--- config.mk ---
export PLATFORM = sky130hd
export DESIGN_NAME = qr_switch_timing
export DESIGN_NICKNAME = d
export VERILOG_FILES = /design/src/qr_timing_pkg.sv /design/src/qr_down_counter.sv /design/src/qr_switch_timing.sv
export SDC_FILE = /design/constraint.sdc
export NUM_CORES = 1
export LEC_CHECK = 0
export ABC_AREA = 1
export CORE_UTILIZATION = 45
export CTS_BUF_LIST = sky130_fd_sc_hd__clkbuf_4
export CTS_CLUSTER_DIAMETER = 120
export DETAILED_ROUTE_END_ITERATION = 12
export DONT_BUFFER_PORTS = 1
export SLEW_MARGIN = 0
export SYNTH_ARGS = -nofsm -noshare
export SYNTH_HDL_FRONTEND = slang
export SYNTH_SLANG_ARGS = --single-unit
--- constraint.sdc ---
create_clock -name clk_i -period 4.5 [get_ports clk_i]
set_input_delay 0.45 -clock clk_i [delete_from_list [all_inputs] [get_ports clk_i]]
set_output_delay 0.45 -clock clk_i [all_outputs]
set_load 0.01 [all_outputs]
--- src/qr_timing_pkg.sv ---
// constants for the quasi-resonant switch turn-on timing block
// assumes a 100 MHz core clock; all times counted in its cycles
package qr_timing_pkg;

  localparam int unsigned CLK_HZ           = 100_000_000;
  // maximum switching frequency, low and high variant
  localparam int unsigned FMAX_LOW_HZ      = 136_000;
  localparam int unsigned FMAX_HIGH_HZ     = 225_000;
  // oscillator period as longest time: rounds down
  localparam int unsigned OSC_LOW_CYC      = CLK_HZ / FMAX_LOW_HZ;
  localparam int unsigned OSC_HIGH_CYC     = CLK_HZ / FMAX_HIGH_HZ;
  // blanking times in ns (2.5 us and 6.3 us), least time: rounds up
  localparam int unsigned BLANK_SHORT_NS   = 2_500;
  localparam int unsigned BLANK_LONG_NS    = 6_300;
  localparam int unsigned CLK_PERIOD_NS    = 10;
  localparam int unsigned BLANK_SHORT_CYC  =
    (BLANK_SHORT_NS + CLK_PERIOD_NS - 1) / CLK_PERIOD_NS;
  localparam int unsigned BLANK_LONG_CYC   =
    (BLANK_LONG_NS + CLK_PERIOD_NS - 1) / CLK_PERIOD_NS;
  // valley delay after trigger, in ns
  localparam int unsigned VALLEY_DELAY_NS  = 200;
  localparam int unsigned VALLEY_DELAY_CYC =
    (VALLEY_DELAY_NS + CLK_PERIOD_NS - 1) / CLK_PERIOD_NS;
  // starter frequency default in Hz (parameter default of top)
  localparam int unsigned STARTER_HZ       = 20_000;

  localparam int unsigned CNT_W            = 16;

  typedef enum logic [2:0] {
    ST_STOPPED  = 3'b000,
    ST_CHARGE   = 3'b001,
    ST_ON       = 3'b010,
    ST_OFF      = 3'b011,
    ST_DELAY    = 3'b100,
    ST_BURST    = 3'b101
  } phase_t;

endpackage

--- src/qr_down_counter.sv ---
// loadable down counter with done flag
// assumes single clock, asynchronous active-high reset
`timescale 1ns/1ps
module qr_down_counter (
  input  wire logic                            clk_i,
  input  wire logic                            reset_i,
  input  wire logic                            load_i,
  input  wire logic [qr_timing_pkg::CNT_W-1:0] value_i,
  output logic                                 done_o
);

  typedef struct packed {
    logic [qr_timing_pkg::CNT_W-1:0] count;
  } cnt_state_t;

  cnt_state_t state_reg;
  cnt_state_t state_next;

  always_comb begin
    state_next = state_reg;
    if (load_i) begin
      state_next.count = value_i;
    end else if (state_reg.count != '0) begin
      state_next.count = state_reg.count - 1'b1;
    end
  end

  always_ff @(posedge clk_i or posedge reset_i) begin
    if (reset_i) begin
      state_reg <= '0;
    end else begin
      state_reg <= state_next;
    end
  end

  assign done_o = (state_reg.count == '0);

endmodule

--- src/qr_switch_timing.sv ---
// turn-on timing for a quasi-resonant flyback power switch
// assumes all comparator inputs already synchronous to clk_i
//
// Contract
// - after a fault, stop; below restart level with drain ok, enable reduced charge; restart at on level.
// - in valley switching operation each turn-on follows a demag falling edge.
// - a falling edge below trigger threshold waits the valley delay, then turns on.
// - a trigger counts only after the detect input was first armed.
// - after each turn-off a blanking interval ignores trigger and arming, but an arm level still blocks starter entry.
// - a max-frequency oscillator restarts at each turn-on, 136 kHz or 225 kHz.
// - a valid trigger after a full oscillator period turns on and resyncs.
// - an early trigger is discarded and the circuit rearms, skipping valleys.
// - blanking not covered by the period extends the turn-on inhibit.
// - blanking is either 2.5 us short or 6.3 us long.
// - the strobe-sampled level above 1 V picks short blanking, else long.
// - no arm by the end of an oscillator period switches to starter mode.
// - once arming occurs the starter mode is left for demag locking.
// - at very light load switching pauses in burst operation.
// - supply below off threshold stops switching and inhibits start-up.
`timescale 1ns/1ps
module qr_switch_timing #(
  parameter bit          HIGH_VARIANT = 1'b0,
  parameter int unsigned STARTER_CYC  =
    qr_timing_pkg::CLK_HZ / qr_timing_pkg::STARTER_HZ
) (
  input  wire logic clk_i,
  input  wire logic reset_i,
  input  wire logic arm_above_i,
  input  wire logic trig_below_i,
  input  wire logic strobe_i,
  input  wire logic strobe_above_1v_i,
  input  wire logic switch_off_req_i,
  input  wire logic fault_i,
  input  wire logic burst_i,
  input  wire logic supply_on_i,
  input  wire logic supply_off_i,
  input  wire logic supply_restart_i,
  input  wire logic drain_start_ok_i,
  output logic      gate_o,
  output logic      reduced_charge_o,
  output logic      starter_mode_o,
  output logic      blank_short_o
);

  localparam int unsigned OSC_CYC = HIGH_VARIANT ?
    qr_timing_pkg::OSC_HIGH_CYC : qr_timing_pkg::OSC_LOW_CYC;

  typedef struct packed {
    qr_timing_pkg::phase_t   phase;
    logic                    armed;
    logic                    arm_seen;
    logic                    trig_prev;
    logic                    starter;
    logic                    faulted;
    logic                    blank_short;
    logic                    gate;
    logic                    charge;
    logic                    osc_load;
    logic                    blank_load;
    logic                    dly_load;
    logic                    st_load;
  } sw_state_t;

  sw_state_t state_reg;
  sw_state_t state_next;

  logic osc_done;
  logic blank_done;
  logic dly_done;
  logic st_done;
  logic trig_fall;

  //////////////////////////////////////////////////////////////////////////
  // timers

  qr_down_counter u_osc (
    .clk_i   (clk_i),
    .reset_i (reset_i),
    .load_i  (state_reg.osc_load),
    .value_i (qr_timing_pkg::CNT_W'(OSC_CYC)),
    .done_o  (osc_done)
  );

  qr_down_counter u_blank (
    .clk_i   (clk_i),
    .reset_i (reset_i),
    .load_i  (state_reg.blank_load),
    .value_i (state_reg.blank_short ?
              qr_timing_pkg::CNT_W'(qr_timing_pkg::BLANK_SHORT_CYC) :
              qr_timing_pkg::CNT_W'(qr_timing_pkg::BLANK_LONG_CYC)),
    .done_o  (blank_done)
  );

  qr_down_counter u_dly (
    .clk_i   (clk_i),
    .reset_i (reset_i),
    .load_i  (state_reg.dly_load),
    .value_i (qr_timing_pkg::CNT_W'(qr_timing_pkg::VALLEY_DELAY_CYC)),
    .done_o  (dly_done)
  );

  qr_down_counter u_st (
    .clk_i   (clk_i),
    .reset_i (reset_i),
    .load_i  (state_reg.st_load),
    .value_i (qr_timing_pkg::CNT_W'(STARTER_CYC)),
    .done_o  (st_done)
  );

  // comparator inputs are used directly as synchronous bits
  assign trig_fall = trig_below_i & ~state_reg.trig_prev;

  //////////////////////////////////////////////////////////////////////////
  // control

  always_comb begin
    state_next            = state_reg;
    state_next.trig_prev  = trig_below_i;
    state_next.osc_load   = 1'b0;
    state_next.blank_load = 1'b0;
    state_next.dly_load   = 1'b0;
    state_next.st_load    = 1'b0;

    if (strobe_i) begin
      state_next.blank_short = strobe_above_1v_i;
    end

    case (state_reg.phase)
      qr_timing_pkg::ST_STOPPED: begin
        state_next.gate = 1'b0;
        if (supply_restart_i && drain_start_ok_i && state_reg.faulted) begin
          state_next.charge = 1'b1;
          state_next.phase  = qr_timing_pkg::ST_CHARGE;
        end else if (!state_reg.faulted && supply_on_i) begin
          state_next.phase  = qr_timing_pkg::ST_CHARGE;
        end
      end
      qr_timing_pkg::ST_CHARGE: begin
        if (supply_on_i) begin
          state_next.charge   = 1'b0;
          state_next.faulted  = 1'b0;
          state_next.starter  = 1'b1;
          state_next.gate     = 1'b1;
          state_next.osc_load = 1'b1;
          state_next.phase    = qr_timing_pkg::ST_ON;
        end
      end
      qr_timing_pkg::ST_ON: begin
        if (switch_off_req_i) begin
          state_next.gate       = 1'b0;
          state_next.blank_load = 1'b1;
          state_next.armed      = 1'b0;
          state_next.arm_seen   = 1'b0;
          state_next.st_load    = 1'b1;
          state_next.phase      = qr_timing_pkg::ST_OFF;
        end
      end
      qr_timing_pkg::ST_OFF: begin
        // level reached counts even while blanking hides the edge
        if (arm_above_i) begin
          state_next.arm_seen = 1'b1;
        end
        if (blank_done && !state_reg.blank_load) begin
          if (arm_above_i) begin
            state_next.armed   = 1'b1;
            state_next.starter = 1'b0;
          end
          if (trig_fall && state_reg.armed) begin
            state_next.armed = 1'b0;
            // inhibit holds until both period and blanking are over
            if (osc_done && !state_reg.osc_load) begin
              state_next.dly_load = 1'b1;
              state_next.phase    = qr_timing_pkg::ST_DELAY;
            end
          end
        end
        if (osc_done && !state_reg.osc_load && !state_reg.arm_seen &&
            !arm_above_i) begin
          state_next.starter = 1'b1;
        end
        if (state_reg.starter && st_done && !state_reg.st_load) begin
          state_next.gate     = 1'b1;
          state_next.osc_load = 1'b1;
          state_next.phase    = qr_timing_pkg::ST_ON;
        end
        if (burst_i) begin
          state_next.phase = qr_timing_pkg::ST_BURST;
        end
      end
      qr_timing_pkg::ST_DELAY: begin
        if (dly_done && !state_reg.dly_load) begin
          state_next.gate     = 1'b1;
          state_next.osc_load = 1'b1;
          state_next.phase    = qr_timing_pkg::ST_ON;
        end
      end
      qr_timing_pkg::ST_BURST: begin
        state_next.armed    = 1'b0;
        state_next.arm_seen = 1'b0;
        if (!burst_i) begin
          state_next.st_load = 1'b1;
          state_next.phase   = qr_timing_pkg::ST_OFF;
        end
      end
      default: begin
        state_next.phase = qr_timing_pkg::ST_STOPPED;
      end
    endcase

    if (fault_i || supply_off_i) begin
      state_next.gate   = 1'b0;
      state_next.charge = 1'b0;
      state_next.phase  = qr_timing_pkg::ST_STOPPED;
    end
    // a new fault wins over the clear on restart
    if (fault_i) begin
      state_next.faulted = 1'b1;
    end
  end

  always_ff @(posedge clk_i or posedge reset_i) begin
    if (reset_i) begin
      state_reg <= '{phase:       qr_timing_pkg::ST_STOPPED,
                     armed:       1'b0,
                     arm_seen:    1'b0,
                     trig_prev:   1'b1,
                     starter:     1'b1,
                     faulted:     1'b0,
                     blank_short: 1'b0,
                     gate:        1'b0,
                     charge:      1'b0,
                     osc_load:    1'b0,
                     blank_load:  1'b0,
                     dly_load:    1'b0,
                     st_load:     1'b0};
    end else begin
      state_reg <= state_next;
    end
  end

  assign gate_o           = state_reg.gate;
  assign reduced_charge_o = state_reg.charge;
  assign starter_mode_o   = state_reg.starter;
  assign blank_short_o    = state_reg.blank_short;

endmodule

### After elaboration in Yosys (flattened, before gate mapping)

Index checks and enable logic that the tools add are counted.

* bits in registers: 79
* bits in latches: 0
* RAM bits: 0
* bits in read-only memories: 0
* output and inout port bits: 4
* memories kept: 0

* add/sub/neg operators: 4
* $mul: 0
* div/mod/pow operators: 0
* magnitude comparators: 0
* equal/unequal tests: 22
* shift-type cells: 0
* muxes and demuxes: 50
* bitwise operators: 2
* reduce and logical (&&, ||, !) cells: 45

Operators by type and width (count)
* $mux W16: 8
* $logic_not A16 Y1: 4
* $reduce_bool A16 Y1: 4
* $sub A16 B1 Y16 const B: 4
* $mux W3: 10
* $ne A3 B3 Y1 const B: 9
* $mux W1: 19
* $pmux W3 S6: 1
* $ne A5 B5 Y1 const B: 3
* $reduce_bool A2 Y1: 7
* $logic_and A1 B1 Y1: 11
* $mux W10: 1
* $mux W4: 2
* $ne A2 B2 Y1 const B: 4
* $reduce_and A4 Y1: 2
* $reduce_and A8 Y1: 1
* $logic_not A1 Y1: 7
* $eq A3 B2 Y1 const B: 2
* $eq A3 B3 Y1 const B: 2
* $pmux W1 S2: 3
* $pmux W2 S3: 1
* $reduce_and A3 Y1: 2
* $reduce_bool A3 Y1: 2
* $reduce_bool A6 Y1: 1
* other kinds (12): 13

### Logic depth before layout (Yosys ltp)

Gate-level depths: netlist of run 1.

* word-level depth: 9
* gate-level depth with buffers: 13

### Cells and area by module

Synthesis of run 1 repeated with hierarchy kept, for this count alone.

* cell total of the unflattened synthesis: 834
* area, all modules: 5868.1 um^2

Modules (own cells, without submodules)
* qr_down_counter: instances 4, cells an instance 169, area each 1213.7 um^2, sequential area each 400.4 um^2
* qr_switch_timing: instances 1, cells an instance 158, area each 1013.5 um^2, sequential area each 377.9 um^2

### Least setup slack after synthesis of run 1

OpenSTA, ideal clock, no wires.

* path type: register to register
* start: register u_st.state_reg[0] (netlist name)
* end: register state_reg, in the netlist gate_o
* library setup time: 117 ps
* data arrival time: 1404 ps
* data required time: 4383 ps
* setup slack: 2979 ps
* stages on the path, launching flop included: 12
* buffers on the path: 0
* cells stage by stage: dfrtp_1 > inv_1 > ha_1 > inv_1 > nor2_1 > nand2_1 > nor2_4 > nand4_1 > a21oi_1 > nand3_1 > nand2_1 > nand2_1

* longest elaborated chain between the ends: 5

Ends and longest elaborated chain
* start: declaration: line qr_down_counter.sv:16 `cnt_state_t state_reg;`
* start signal: assignment: line qr_down_counter.sv:32 `state_reg <= state_next;`
* $logic_not A16 Y1: line qr_down_counter.sv:36 `assign done_o = (state_reg.count == '0);`
* $logic_and A1 B1 Y1 (2 in series): line qr_switch_timing.sv:181 `if (state_reg.starter && st_done && !state_reg.st_load) begin`
* $ne A3 B3 Y1 (no source line)
* $reduce_and A5 Y1 (no source line)
* end signal: assignment: line qr_switch_timing.sv:223 `state_reg <= '{phase: qr_timing_pkg::ST_STOPPED,`
* end signal: assignment: line qr_switch_timing.sv:237 `state_reg <= state_next;`
* end: declaration: line qr_switch_timing.sv:64 `sw_state_t state_reg;`

Every way passes these cells.
A chain may end at the register's enable or synchronous reset.

### Worst setup path in the final report of run 1

* start: register u_blank.state_reg[0] (netlist name)
* end: register state_reg[14] (netlist name)

* longest elaborated chain between the ends: 4

Ends and longest elaborated chain
* start: declaration: line qr_down_counter.sv:16
* start signal: assignment: line qr_down_counter.sv:32
* $logic_not A16 Y1: line qr_down_counter.sv:36
* $logic_and A1 B1 Y1: line qr_switch_timing.sv:163 `if (blank_done && !state_reg.blank_load) begin`
* $ne A5 B5 Y1 (no source line)
* $reduce_and A8 Y1 (no source line)

Every way passes these cells.

==> impl_metrics.ini, run 1 <==
[power_and_ir_drop]
clkPwrFrac_pct = 21.3
max-vdd-ir-drop_mv = 0.2807
p_sw_mw = 0.8909
power_per_cell_area_nw_per_um2 = 442.6
p_int_mw = 1.370
leakage_nw = 2.583
p_seq_share_pct = 47.2
p_comb_share_pct = 31.5
p_sw_share_pct = 39.41

[floorplanning]
core_region_area_sq_um = 10320
start_util_pct = 46.42
die_y_um = 105.2
io-pin-count = 17
rows = 37
die_area_sq_um = 11070
die_w_um = 105.2

[drt]
ant_nets = 0
wl_um = 10050
drtIter0Drc = 160
vias = 3936
wire_per_inst_um = 12.96
vias_per_cell = 5.072
drt_first_pass_iters = 5
drc = 0

[timing]
clock_skew_ns = 0.02906
fin_setup_tns_ns = 0
timing.final.ws_setup_ns = 2.765
relSlewSlack_pct = 38.19
hold_viol_final = 0
period_needed_ns = 1.735
drv_slew = 0
worst_pin_slew_ns = 0.9272
max_freq_ghz = 0.5764
finalCritPeriodShare_pct = 38.55
rsz0062_at_grt = false
setup_violations = 0

[place]
routabilityCongestion = 0.8686
port_buffers = 0
dp_hpwl_um = 7416
place_ws_ns = 2.531

[synth]
yosys_warnings = 0
synth.most_common_cell = nand2_1
syn_nets = 649
ys_top_cells_by_count = nand2_1 (93), inv_1 (92), nor2_1 (90)
synth.top_cells.by_area = dfrtp_1 (40%), nand2_1 (7.3%), inv_1 (7.2%)
yosysTopAreaCell = dfrtp_1
synth-edff-count = 0
synth.distinct_cells = 44
synthCells = 628
yosysSeqAreaShare_pct = 41.31
async_reset_ff_share_pct = 100.0
synth_top_area_share_pct = 40.21
syn_area_sq_um = 4792
synth_seq_cells = 79
synth_top_flop_cell = dfrtp_1
synth.avg_cell_area_sq_um = 7.631

[setup_path]
r2r_cells = 11
worst_path_most_repeated_cell = nand2_1
critPathKind = reg2reg
rr_endpoint = state_reg[14]
max_stage_delay_ns = 0.37
worstPathCellList = inv_1 -> ha_1 -> nand2_1 -> nor2_1 -> nand4_2 -> nor2_1 -> nand2_1 -> nand2_2 -> nand2_2 -> nand2_1 -> nand2_1
crit_family = simple AND/OR/NAND/NOR gates
cp.arrival_ns = 2.07
crit_path_end = state_reg[14]
cp-start-kind = flop
cp.depth = 11
path_buf_inv = 1
critPathSlowestCell = dfrtp_1
rr_startpoint = u_blank.state_reg[0]
startpoint = u_blank.state_reg[0]
cp_max_fo = 7
ff2ff_setup_slack_ns = 2.77
endpoint_kind = flop
critPathRequiredTime_ns = 4.84

[global_routing]
grt_max_degree = 52
met3_usage_pct = 5.490
antenna_found_initial = 1
grt_pass1_wl_um = 17290
grt_util_met2_pct = 30.78
grtUsageMet1_pct = 26.35
grt_pass1_vias = 3722
grt_usage_pct = 19.45
busiest_layer = met2
gr-total-overflow = 0

[clock_network]
clock-sinks = 79
cts-htree-levels = 3
cts_buffers = 9
cts_setup_buffers = 0
clk_latency_ns = 0.43
root_buffer = clkbuf_4
cts_tree = built
clk_pin_slew_ns = 0.14
cts_buffer_depth = 2

[hold_path]
hp-class = in2async

[cells_and_area]
layout-drive-gt1-share_pct = 13.93
nets = 656
syn_to_final_growth_pct = 6.580

[status]
outcome = finished, final reports clean

[run]
max_cap_viol_count = 0
==> timing repair <==
item | CTS | global route
endpoints found under the hold margin | 0 | 1
hold buffers | 0 | 1
endpoints found under the setup margin | 0 | 0
resized for setup | 0 | 0
==> cell type report <==
class | instances | area [sq um]
Sequential cell | 79 | 1979
Antenna cell | 1 | 2.502
Multi-Input combinational cell | 442 | 2406
Tap cell | 136 | 170.2
Inverter | 101 | 380.4
Clock inverter | 6 | 83.83
Clock buffer | 9 | 67.56
Timing Repair Buffer | 2 | 17.52
Fill cell | 1027 | 5216
==> routing by layer <==
metal,wire length [um],vias to the layer above
li1,-,2038
met3,450,8
met5,0,-
met1,4930,1822
met4,91,0
met2,4582,68
==> cell families (layout without fill, tap and decap cells) <==
group                    after synthesis  count (layout)  share of synthesized area, %
XOR/XNOR                              19              19                         3.473
other                                  0               1                             0
flip-flops                            79              79                         41.31
adder cells (fa/ha/maj)                8               8                         2.089
AO/OA/AOI/OAI                         91              91                         10.57
AND/OR/NAND/NOR                      324             324                         34.07
buffers and inverters                107             118                         8.486
==> cells in the final DEF, fill, tap and decap left out, types with 2 or more instances in the layout <==
cell type   n
clkinv_1    2
bufinv_16   2
nand4_1    15
dfstp_2     2
nor2_4      8
nand2_4     2
inv_1      91
a31oi_1     4
nand2_2    14
nand3_2     5
o31ai_1     4
nor3_1     20
o21ai_1    10
xor2_1     14
ha_1        8
a21o_1      2
nor2_1     90
nor2_2     23
inv_2       7
xnor2_1     5
o21ai_0    34
nand4_2     2
nor3_2      5
a21oi_1    27
dfrtp_1    77
clkinv_2    4
a211oi_1    2
a22oi_1     2
and3_1      2
nand3_1    33
nor4_1      4
nand3b_1    3
clkbuf_4    9
nand2_1    93
==> power groups by stage <==
stage	Sequential [mW]	Combinational [mW]	Clock, mW
6_report	1.07	0.712	0.481
5_1_grt	1.09	0.838	0.526
4_1_cts	1.07	0.717	0.500
3_5_place_dp	1.08	0.714	0
3_3_place_gp	1.08	0.701	0
2_1_floorplan	1.03	0.603	0
==> how the worst min path moves through the flow <==
stage	from	endpoint	slack, ns	cells after the start
floorplan	trig_below_i	state_reg[9]	0.45	0
global placement	trig_below_i	state_reg[9]	0.45	0
detailed placement	trig_below_i	state_reg[9]	0.45	0
CTS	trig_below_i	state_reg[9]	0.0006	0
global route	fault_i	state_reg[7]	0.06	1
finish	reset_i	u_st.state_reg[5]	0.04	1
==> metrics by stage <==
step	cells	power (mW)	hold WS, ns	utilization, %	instance area (sq um)
final	776	2.260	0.04425	49.47	5107
after global routing	776	2.457	0.05795	49.47	5107
after CTS	774	2.285	0.0005501	49.35	5095
after detailed placement	759	1.792	0.4547	47.89	4943
after global placement	759	1.780	0.4546	47.89	4943
after floorplan	628	1.637	0.4545	-	4792
No activity file was read; power rests on OpenSTA's default activity.
==> inputs of run 2 (changes only) <==
- clock period: 4.5 -> 1.5 ns (I/O delays scaled with it)
==> impl_metrics.ini, run 2 (same netlist as run 1, synthesis figures left out) <==
[status]
outcome = complete, but fails checks
violations = negative hold slack, negative setup slack

[timing]
worst_pin_slew_ns = 0.4386
setup_violations = 42
relSlewSlack_pct = 70.70
max_freq_ghz = 0.5791
hold_viol_final = 3
finalCritPeriodShare_pct = 115.1
timing.final.ws_setup_ns = -0.2267
period_needed_ns = 1.727
drv_slew = 0
clock_skew_ns = 0.01787
rsz0062_at_grt = true
holdWs_ns = -0.03453

[power_and_ir_drop]
clkPwrFrac_pct = 13.9
leakage_nw = 3.388
max-vdd-ir-drop_mv = 0.9855
p_sw_share_pct = 40.82
p_sw_mw = 3.820
p_int_mw = 5.538
power_per_cell_area_nw_per_um2 = 1328
p_seq_share_pct = 33.8
power_mw = 9.358
p_comb_share_pct = 52.3

[cells_and_area]
stdcell_count = 925
nets = 805
diodes = 0
syn_to_final_growth_pct = 47.05
layout-drive-gt1-share_pct = 44.87
layout_common_cells = buf_4 (112), inv_1 (73), dfrtp_1 (72)
layout_commonest_cell = buf_4

[setup_path]
max_stage_delay_ns = 0.44
cp_max_fo = 4
endpoint_kind = flop
cp.arrival_ns = 2.08
r2r_cells = 12
critPathSlowestCell = dfrtp_1
path_buf_inv = 2
critPathRequiredTime_ns = 1.86
worstPathCellList = inv_2 -> ha_4 -> inv_2 -> nor2_4 -> nand2_1 -> nor2_1 -> nand2_2 -> nor2_4 -> nand3_1 -> nand3_1 -> nand2_1 -> o21ai_1
critPathKind = reg2reg
crit_family = simple AND/OR/NAND/NOR gates
cp.depth = 12
cp-start-kind = flop

[global_routing]
met3_usage_pct = 3.743
gr-total-overflow = 0
grt_pass1_wl_um = 20240
grtUsageMet1_pct = 30.15
grt_util_met2_pct = 38.44
busiest_layer = met2
grt_pass1_vias = 4447
grt_usage_pct = 22.65
grt_max_degree = 35
antenna_found_initial = 0

[drt]
wl_um = 13240
drtIter0Drc = 241
wire_per_inst_um = 14.31
ant_nets = 0
drt_first_pass_iters = 5
vias_per_cell = 5.123
vias = 4739
drc = 0

[place]
routabilityCongestion = 0.8333
port_buffers = 0
place_inst = 856
dp_hpwl_um = 8366

[run]
max_cap_viol_count = 0

[clock_network]
cts-htree-levels = 3
cts_hold_buffers = 9
clock-sinks = 79
cts_buffer_depth = 2
root_buffer = clkbuf_4
cts_buffers = 9
clk_pin_slew_ns = 0.14
cts_tree = built
clk_latency_ns = 0.43

[floorplanning]
io-pin-count = 17
die_w_um = 105.2
core_region_area_sq_um = 10320
start_util_pct = 46.42
die_area_sq_um = 11070
rows = 37
die_y_um = 105.2

[hold_path]
whs_path_depth = 4
hp-class = in2reg
[run 2: changes by cell type in the layout (fill, tap and decap cells not counted), sizes merged]
| cell | previous run | this run |
|---|---|---|
| buf | 1 | 142 |
| bufinv | 2 | 1 |
| clkbuf | 9 | 10 |
| clkinv | 6 | 5 |
| clkinvlp | 0 | 4 |
| diode | 1 | 0 |
| dlygate4sd3 | 1 | 9 |
| inv | 99 | 97 |
[run 2: timing repair]
action,in CTS,in global routing
gates resized for setup,66,166
pin swaps,26,64
gates cloned,0,0
endpoints found under the hold margin,90,1
setup endpoints to repair,42,68
setup buffers,12,36
[run 2: cell type report]
type                       count  area, sq um
fill                         811         3277
multi-input combinational    442         3083
sequential                    79         1986
timing repair buffer         151         1277
inverter                     101        394.1
tap                          136        170.2
clock buffer                  10        75.07
clock inverter                 6        61.31
[run 2: metal layers]
layer / share of wire, % / vias up
li1: - / 2360
met1: 44 / 2262
met2: 51 / 88
met3: 3.0 / 29
met4: 1.8 / 0
met5: 0 / -
[run 2: metrics by stage]
stage          setup TNS (ns)  setup WS (ns)  hold slack [ns]  cell area, sq um  utilization, %
2_1_floorplan               0       0.003910           0.1545              4796               -
3_3_place_gp          -0.5036       -0.07090          0.05257              5687           55.08
3_5_place_dp           -1.442        -0.1151          0.05721              5687           55.08
4_1_cts               -0.9812        -0.1203         -0.03550              6225           60.30
5_1_grt                -7.652        -0.3585         -0.02374              7047           68.26
6_report               -2.879        -0.2267         -0.03453              7047           68.26
[run 2: path summary, 6_finish.rpt]
kind / start / endpoint / slack [ns]
min: burst_i / state_reg[12] / -0.03
max: u_osc.state_reg[0] / starter_mode_o / -0.23
min in group asynchronous: reset_i / u_dly.state_reg[14] / 0.19
max reg2reg: u_osc.state_reg[0] / starter_mode_o / -0.23
max in group asynchronous: reset_i / starter_mode_o / 0.72
min reg2reg: state_reg[0] / u_st.state_reg[1] / 0.53
[run 2: worst reg2reg max path, cell delays in order, from the launching register on]
cell and delay [ns]:
dfrtp_1 0.44, inv_2 0.10, ha_4 0.14, inv_2 0.04, nor2_4 0.10, nand2_1 0.06
nor2_1 0.13, nand2_2 0.10, nor2_4 0.15, nand3_1 0.10, nand3_1 0.10, nand2_1 0.08
o21ai_1 0.12
[run 2: power groups by stage]
stage	clock, mW	sequential, mW	combinational (mW)
floorplan	0	3.11	1.81
global placement	0	3.06	3.14
detailed placement	0	3.08	3.19
CTS	1.36	3.10	3.74
global route	1.43	3.23	5.32
finish	1.30	3.16	4.89
